File: src/verilog/pw_walker_map.svh
`ifndef PW_WALKER_MAP_SVH
`define PW_WALKER_MAP_SVH

// Entry field positions.
`define PW_P_BIT 0
`define PW_RW_BIT 1
`define PW_US_BIT 2
`define PW_PS_BIT 7
`define PW_XD_BIT 63

// Root register fields.
`define PW_ROOT_PWT_BIT 3
`define PW_ROOT_PCD_BIT 4
`define PW_ROOT_TAG_HI 11
`define PW_ROOT_BASE_LO 12
`define PW_ROOT_RST 64'h0

// Reserved ranges of large-page entries.
`define PW_GB_RSV_HI 29
`define PW_MB_RSV_HI 20
`define PW_RSV_LO 13

// Documented widths.
`define PW_LIN_W 48
`define PW_PHYS_W 52
`define PW_TAG_W 12

`endif

File: src/verilog/pw_walker_pkg.sv
package pw_walker_pkg;

	typedef enum logic [1:0] {
		PW_IDLE = 2'b00,
		PW_WAIT = 2'b01
	} pw_state_t;

	typedef enum logic [1:0] {
		PW_LVL_LEAF = 2'b00,
		PW_LVL_DIR = 2'b01,
		PW_LVL_THIRD = 2'b10,
		PW_LVL_TOP = 2'b11
	} pw_level_t;

	typedef enum logic [1:0] {
		PW_PG_4K = 2'b00,
		PW_PG_2M = 2'b01,
		PW_PG_1G = 2'b10
	} pw_page_t;

	typedef struct packed {
		logic [47:0] lin;
		logic is_write;
		logic is_user;
		logic is_fetch;
	} pw_req_t;

	typedef struct packed {
		logic [51:0] phys;
		logic translated;
		logic fault;
		pw_page_t page;
		logic rights_ok;
	} pw_rsp_t;

endpackage : pw_walker_pkg
File: src/verilog/pw_walker.sv
`timescale 1ns/1ps
`include "pw_walker_map.svh"
// Notes on behaviour
// - Translate only with all three enables set.
// - 48-bit linear in, 52-bit physical out.
// - Tag off: root bits 4:3 give attributes.
// - Tag on: root bits 11:0 hold tag.
// - Tag enable change: top read attributes follow at once, tag output a cycle later.
// - Physical bits above width always zero.
// - Top entry address from root and 47:39.
// - Third entry address from top and 38:30.
// - Third entry with size flag: 1G page.
// - Otherwise fetch directory entry using 29:21.
// - Directory entry with size flag: 2M page.
// - Otherwise fetch leaf entry using 20:12.
// - Leaf entry always maps a 4K page.
// - Not present or reserved bit faults.
// - Bits above physical width are reserved.
// - Size flag reserved in top entry.
// - Without 1G support third size flag reserved.
// - Large-page low address bits are reserved.
// - No-exec flag reserved while no-exec disabled.
// - Rights failure only clears rights_ok; the address is still returned.
module pw_walker #(
	parameter int PA_W = `PW_PHYS_W,
	parameter bit GB_PAGES = 1'b1
) (
	input wire logic clk,
	input wire logic sys_rst,
	input wire logic paging_enable,
	input wire logic address_extension_enable,
	input wire logic long_mode_enable,
	input wire logic no_exec_enable,
	input wire logic context_tag_enable,
	input wire logic root_wr_en,
	input wire logic [63:0] root_wr_data,
	output logic [63:0] root_rd_data,
	output logic [`PW_TAG_W-1:0] context_tag,
	input wire logic req_valid,
	input wire pw_walker_pkg::pw_req_t req,
	output logic req_ready,
	output logic done,
	output pw_walker_pkg::pw_rsp_t rsp,
	output logic mem_rd_req,
	output logic [`PW_PHYS_W-1:0] mem_rd_addr,
	output logic [1:0] mem_rd_attr,
	input wire logic mem_rd_valid,
	input wire logic [63:0] mem_rd_data
);
	import pw_walker_pkg::*;

	if (PA_W < 32 || PA_W > `PW_PHYS_W) begin : g_bad_width
		$error("pw_walker: PA_W must lie between 32 and 52");
	end

	// Mask of implemented physical bits; the rest must stay zero everywhere.
	localparam logic [51:0] PA_MASK = ~(52'hf_ffff_ffff_ffff << PA_W);

	pw_state_t state_r;
	pw_level_t lvl_r;
	pw_req_t req_r;
	logic [63:0] root_r;
	logic rw_all_r, us_all_r, xd_any_r;
	logic go, walk_on, bad, ps, leaf_now, rights_now;
	logic [51:0] final_phys;
	pw_page_t final_page;
	logic [8:0] next_idx;
	logic [51:0] next_addr;

	assign go = (state_r == PW_IDLE) && req_valid;
	assign walk_on = paging_enable && address_extension_enable && long_mode_enable;

	always_ff @(posedge clk) begin
		if (sys_rst) begin
			root_r <= `PW_ROOT_RST;
		end else if (root_wr_en) begin
			root_r <= root_wr_data;
		end
	end

	always_ff @(posedge clk) begin
		if (sys_rst) begin
			root_rd_data <= `PW_ROOT_RST;
			context_tag <= '0;
		end else begin
			root_rd_data <= root_r;
			// The tag follows the enable one clock later, so a cleared enable shows tag zero.
			context_tag <= context_tag_enable ? root_r[`PW_ROOT_TAG_HI:0] : '0;
		end
	end

	// Entry checks for the level currently being answered.
	always_comb begin
		ps = mem_rd_data[`PW_PS_BIT];
		bad = !mem_rd_data[`PW_P_BIT];
		if ((mem_rd_data[51:0] & ~PA_MASK) != 52'h0) begin
			bad = 1'b1;
		end
		if (!no_exec_enable && mem_rd_data[`PW_XD_BIT]) begin
			bad = 1'b1;
		end
		if (lvl_r == PW_LVL_TOP && ps) begin
			bad = 1'b1;
		end
		if (lvl_r == PW_LVL_THIRD && ps) begin
			if (!GB_PAGES) begin
				bad = 1'b1;
			end
			if (mem_rd_data[`PW_GB_RSV_HI:`PW_RSV_LO] != 17'h0) begin
				bad = 1'b1;
			end
		end
		if (lvl_r == PW_LVL_DIR && ps && mem_rd_data[`PW_MB_RSV_HI:`PW_RSV_LO] != 8'h0) begin
			bad = 1'b1;
		end
		leaf_now = (lvl_r == PW_LVL_LEAF) || (lvl_r != PW_LVL_TOP && ps);
	end

	// Final address and page size when this entry maps the page.
	always_comb begin
		if (lvl_r == PW_LVL_THIRD) begin
			final_page = PW_PG_1G;
			final_phys = {mem_rd_data[51:30], req_r.lin[29:0]} & PA_MASK;
		end else if (lvl_r == PW_LVL_DIR) begin
			final_page = PW_PG_2M;
			final_phys = {mem_rd_data[51:21], req_r.lin[20:0]} & PA_MASK;
		end else begin
			final_page = PW_PG_4K;
			final_phys = {mem_rd_data[51:12], req_r.lin[11:0]} & PA_MASK;
		end
	end

	// Address of the next entry below the one now answered.
	always_comb begin
		if (lvl_r == PW_LVL_TOP) begin
			next_idx = req_r.lin[38:30];
		end else if (lvl_r == PW_LVL_THIRD) begin
			next_idx = req_r.lin[29:21];
		end else begin
			next_idx = req_r.lin[20:12];
		end
		next_addr = {mem_rd_data[51:12], next_idx, 3'b000} & PA_MASK;
	end

	// Rights of the whole walk including the entry now answered.
	always_comb begin
		rights_now = 1'b1;
		if (req_r.is_write && !(rw_all_r && mem_rd_data[`PW_RW_BIT])) begin
			rights_now = 1'b0;
		end
		if (req_r.is_user && !(us_all_r && mem_rd_data[`PW_US_BIT])) begin
			rights_now = 1'b0;
		end
		if (req_r.is_fetch && no_exec_enable && (xd_any_r || mem_rd_data[`PW_XD_BIT])) begin
			rights_now = 1'b0;
		end
	end

	always_ff @(posedge clk) begin
		if (sys_rst) begin
			req_r <= '0;
		end else if (go) begin
			req_r <= req;
		end
	end

	always_ff @(posedge clk) begin
		if (sys_rst) begin
			rw_all_r <= 1'b1;
			us_all_r <= 1'b1;
			xd_any_r <= 1'b0;
		end else if (go) begin
			rw_all_r <= 1'b1;
			us_all_r <= 1'b1;
			xd_any_r <= 1'b0;
		end else if (state_r == PW_WAIT && mem_rd_valid) begin
			rw_all_r <= rw_all_r && mem_rd_data[`PW_RW_BIT];
			us_all_r <= us_all_r && mem_rd_data[`PW_US_BIT];
			xd_any_r <= xd_any_r || mem_rd_data[`PW_XD_BIT];
		end
	end

	// Walk sequencer: one outstanding read, answered before the next is issued.
	always_ff @(posedge clk) begin
		if (sys_rst) begin
			state_r <= PW_IDLE;
			lvl_r <= PW_LVL_TOP;
		end else begin
			case (state_r)
				PW_IDLE: begin
					if (go && walk_on) begin
						state_r <= PW_WAIT;
						lvl_r <= PW_LVL_TOP;
					end
				end
				PW_WAIT: begin
					if (mem_rd_valid) begin
						if (bad || leaf_now) begin
							state_r <= PW_IDLE;
						end else begin
							lvl_r <= pw_level_t'(lvl_r - 2'd1);
						end
					end
				end
				default: begin
					state_r <= PW_IDLE;
				end
			endcase
		end
	end

	always_ff @(posedge clk) begin
		if (sys_rst) begin
			req_ready <= 1'b0;
		end else begin
			req_ready <= (state_r == PW_IDLE) && !go;
		end
	end

	// Top-table reads carry root attributes only while tagging is off.
	always_ff @(posedge clk) begin
		if (sys_rst) begin
			mem_rd_req <= 1'b0;
			mem_rd_addr <= '0;
			mem_rd_attr <= 2'b00;
		end else begin
			mem_rd_req <= 1'b0;
			if (go && walk_on) begin
				mem_rd_req <= 1'b1;
				mem_rd_addr <= {root_r[51:12], req.lin[47:39], 3'b000} & PA_MASK;
				if (context_tag_enable) begin
					mem_rd_attr <= 2'b00;
				end else begin
					mem_rd_attr <= {root_r[`PW_ROOT_PCD_BIT], root_r[`PW_ROOT_PWT_BIT]};
				end
			end else if (state_r == PW_WAIT && mem_rd_valid && !bad && !leaf_now) begin
				mem_rd_req <= 1'b1;
				mem_rd_addr <= next_addr;
				mem_rd_attr <= 2'b00;
			end
		end
	end

	always_ff @(posedge clk) begin
		if (sys_rst) begin
			done <= 1'b0;
			rsp <= '0;
		end else begin
			done <= 1'b0;
			if (go && !walk_on) begin
				// Untranslated addresses pass through, cut to the physical width.
				done <= 1'b1;
				rsp.phys <= {4'h0, req.lin} & PA_MASK;
				rsp.translated <= 1'b0;
				rsp.fault <= 1'b0;
				rsp.page <= PW_PG_4K;
				rsp.rights_ok <= 1'b1;
			end else if (state_r == PW_WAIT && mem_rd_valid && (bad || leaf_now)) begin
				done <= 1'b1;
				rsp.translated <= 1'b1;
				rsp.fault <= bad;
				rsp.page <= final_page;
				rsp.phys <= bad ? 52'h0 : final_phys;
				rsp.rights_ok <= !bad && rights_now;
			end
		end
	end
endmodule : pw_walker

File: config.mk
export PLATFORM = sky130hd
export DESIGN_NAME = pw_walker
export DESIGN_NICKNAME = d
export VERILOG_FILES = /design/src/verilog/pw_walker_pkg.sv /design/src/verilog/pw_walker.sv
export VERILOG_INCLUDE_DIRS = /design/src /design/src/verilog
export SDC_FILE = /design/constraint.sdc
export NUM_CORES = 1
export LEC_CHECK = 0
export ABC_AREA = 1
export BUFFER_PORTS_ARGS = -buffer_cell sky130_fd_sc_hd__buf_2
export CORE_MARGIN = 5
export CORE_UTILIZATION = 40
export DETAILED_ROUTE_END_ITERATION = 7
export GPL_ROUTABILITY_DRIVEN = 0
export GPL_TIMING_DRIVEN = 0
export HOLD_SLACK_MARGIN = 0.03
export PLACE_DENSITY = 0.66
export SETUP_SLACK_MARGIN = 0.05
export SLEW_MARGIN = 40
export SYNTH_ARGS = -nofsm -noshare
export SYNTH_HDL_FRONTEND = slang
export SYNTH_SLANG_ARGS = --single-unit
File: constraint.sdc
create_clock -name clk -period 2.1 [get_ports clk]
set_input_delay 0.525 -clock clk [delete_from_list [all_inputs] [get_ports clk]]
set_output_delay 0.525 -clock clk [all_outputs]
set_load 0.1 [all_outputs]
==> summary.md <==
| Metric | Value |
|---|---|
| CP endpoint kind | flip-flop |
| Final Hold Vio Count | 0 |
| Die H | ~180 µm |
| Critical Path RT | 2500 ps |
| DRC violations left | 0 |
| Wirelength per Cell | 17.3 µm |
| Number of synthesized flops with an enable pin | 0 |
| Core ar. | ~30000 µm² |
| Clock Pin Slew Worst Setup and Hold Paths | roughly 60 ps |
| Port Buf Inserts | 356 |
| Final Power | approximately 15 mW |
| Initial antenna violation count | 16 |
| Adder-cell share of the synthesized area | 0.525% |
| Synth warn | 0 |
| Syn-to-layout area delta | 32.3% |
| Post-synth ARST share | 0% |
| Synth Area in Simple Gates | between 20% and 30% |
| GRT Residual Overflow | 0 |
| Most used DFF post-synth | dfxtp_1 |
| CP top delay family | simple AND/OR/NAND/NOR gates |
| Io pins | between 300 and 400 |
| First-pass GRT wire length | 64.2 mm |
| Setup crit start kind | flip-flop |
| Worst rel slew slack | between 30% and 40% |
| Status | complete, no violations |
| XOR/XNOR Fraction of Synth Area | 0% |
| Vias | around 12000 |
| WP buf/inv | 3 |
| Leak | 7.93 nW |
| Initial DRC count | between 600 and 700 |
| Die Span X | roughly 180 µm |
| Worst Path Arrival | around 2400 ps |
| CP peak stage delay | 400 ps |
| Crit path cell chain | inv_4 > ha_4 > nand2_1 > nor2_1 > nor2_2 > nand3_4 > buf_12 > nand2_8 > nand2_8 > buf_8 > o21ai_0 > nor2_1 |
| Mux cell area share after synthesis | 0% |
| Skew final | roughly 15 ps |
| # rows | 63 |
| CTS root buffer | clkbuf_16 |
| Max clock buf depth | 3 |
| Crit Path Category | flip-flop to flip-flop |
| Mean number of vias per cell | around 4.8 |
| CTS Sinks | between 200 and 300 |
| CTS tree | yes |
| CTS Buf Count | 34 |
| Initial core utilization | between 40% and 50% |
| H-tree depth | 2 |
| Slowest-stage cell, CP | dfxtp_4 |
| Post-synthesis compound-gate area fraction | a little over an eighth |
| Synthesized flop and latch total | approximately 300 |
| Antenna Nets Post-Route | 0 |
| Setup-failing EPs final | 0 |
| Die ar. | approximately 33000 µm² |
| Vias in the first global route | roughly 12000 |
| Crit-path max FO | 10 |
| Worst vdd ir | 0.493 mV |
| Slew @ Worst Pin | about 940 ps |
| PD cells | between 900 and 1000 nW/µm² |
| Total track usage | between 20% and 30% |
| Synth area leaders | dfxtp_1 50%, nor2_1 13%, nand2_1 9.0% |
| Final period util | between 90% and 100% |
| Mapped Cells | roughly 1700 |
| DRT Wirelength | 43.9 mm |
| DP Area | around 14000 µm² |
| Fin. max-slew vios | 0 |
| MaxCap Viol Count | 0 |
| Placed wire-length estimate | roughly 33 mm |
| Share of layout cells above drive strength 1 | 23.2% |
| Worst min path class | input port to flip-flop |
| Nets | roughly 2300 |
| Top-area cell type share of the netlist area | approximately half |
| Clk Latency, worst-skew pair | about 520 ps |
| FMAX | 490 MHz |
| Largest family of logic cells by synthesized area | simple AND/OR/NAND/NOR gates |
| Synthesized cell area | between 10000 and 15000 µm² |
| Post-synth top area cell | dfxtp_1 |
| Pre-antenna DRT Iters | 6 |
| Unrepaired setup endpoints after global routing | yes |
| Seq/Total Area, Yosys | between 50% and 60% |
| Final min period | a little over 2000 ps |
| Post-Layout Inst Area | 15800 µm² |
| Avg Cell Area, Syn | around 7 µm² |
| Netlist cell types | 28 |
| Largest net degree at the start of global routing | 14 |
## cell type report
| cell class | instances | area (µm²) |
|---|---|---|
| timing repair buffer | 368 | 1960 |
| fill | 2985 | 13800 |
| inverter | 220 | 831 |
| clock inverter | 7 | 86.3 |
| clock buffer | 53 | 1020 |
| sequential | 299 | 5990 |
| tap | 390 | 488 |
| buffer | 106 | 568 |
| antenna | 12 | 30.0 |
| multi-input combinational | 1085 | 4780 |
## repair_timing
item / CTS / global route
pin swaps: 1 / 5
hold buffers: 0 / 0
endpoints found under the setup margin: 103 / 103
setup buffers: 0 / 7
cloned: 0 / 6
gates resized for setup: 19 / 101
## flip-flops by register name (all words and copies together) (netlist names), 2 cells and up
signal and cells:
lvl_r 2, mem_rd_addr 49, root_r 64, req_r 42, context_tag 12, root_rd_data 64, mem_rd_attr 2, rsp 57
## placed cells by master, fill, tap and decap left out, types with 3 or more instances in the layout
cell,n
buf_1,3
buf_6,7
nand2_1,285
diode_2,12
clkbuf_16,39
o21ai_1,6
nor2_4,3
buf_4,14
buf_2,365
conb_1,3
a21oi_1,111
nand3_1,51
clkbuf_1,67
clkbuf_8,8
clkbuf_2,16
o21ai_0,181
nor2_2,10
inv_2,5
nand2_8,3
a21boi_0,7
ha_4,3
nor2_1,402
inv_1,213
clkinv_2,3
dfxtp_1,297
o22ai_1,6
buf_8,5
## synthesized netlist by cell type (all sizes together) (2+ instances only)
master	instances
nor2	415
inv	219
a21boi	8
nor3	2
nand3	52
o22ai	6
nand2	289
dfxtp	299
buf	28
ha	5
clkbuf	78
a21oi	112
o21ai	187
## where the power goes
part / leakage, nW / switching, mW / total, mW / internal [mW]
Sequential: 2.46 / 0.133 / 6.13 / 6.00
Clock: 0.544 / 2.36 / 5.85 / 3.49
Combinational: 4.92 / 2.32 / 2.97 / 0.647
## metal layers
metal  track usage, %  part of all wire [%]  vias to the layer above
li1                 -                     -                     6077
met1             31.1                    41                     5603
met2             40.6                    47                      500
met3             5.86                   8.5                       99
met4             8.20                   3.4                       10
met5                0                  0.14                        -
## cell families (layout without fill, tap and decap cells)
logic type | count (synthesis) | count (layout)
AND/OR/NAND/NOR | 759 | 760
buffers and inverters | 326 | 754
AO/OA/AOI/OAI | 317 | 317
flip-flops | 299 | 299
adder cells (fa/ha/maj) | 5 | 5
other | 1 | 15
## metrics by stage
step	util [%]	worst slack [ps]	TNS (ps)	instances	hold WS [ps]
detailed placement	48.0	-390	-34060	2455	421
floorplan	-	195	0	1709	410
CTS	51.9	55.9	0	2515	173
finish	53.3	58.6	0	2540	194
global placement	48.0	-357	-33800	2455	415
global route	53.3	-6.46	-13.7	2538	185
## worst paths after layout
| check | start | to | slack [ps] | cells past startpoint |
|---|---|---|---|---|
| worst min register to register | root_r[58]$_SDFFE_PP0P_ | root_rd_data[58]$_SDFF_PP0_ | 430 | 2 |
| worst min-delay path | req_valid | req_ready$_SDFF_PP0_ | 190 | 2 |
| worst max-delay path | lvl_r[1]$_SDFFE_PP1P_ | rsp[12]$_SDFFE_PP0P_ | 60 | 12 |
| worst max register to register | lvl_r[1]$_SDFFE_PP1P_ | rsp[12]$_SDFFE_PP0P_ | 60 | 12 |
No activity file was read; power rests on OpenSTA's default activity.
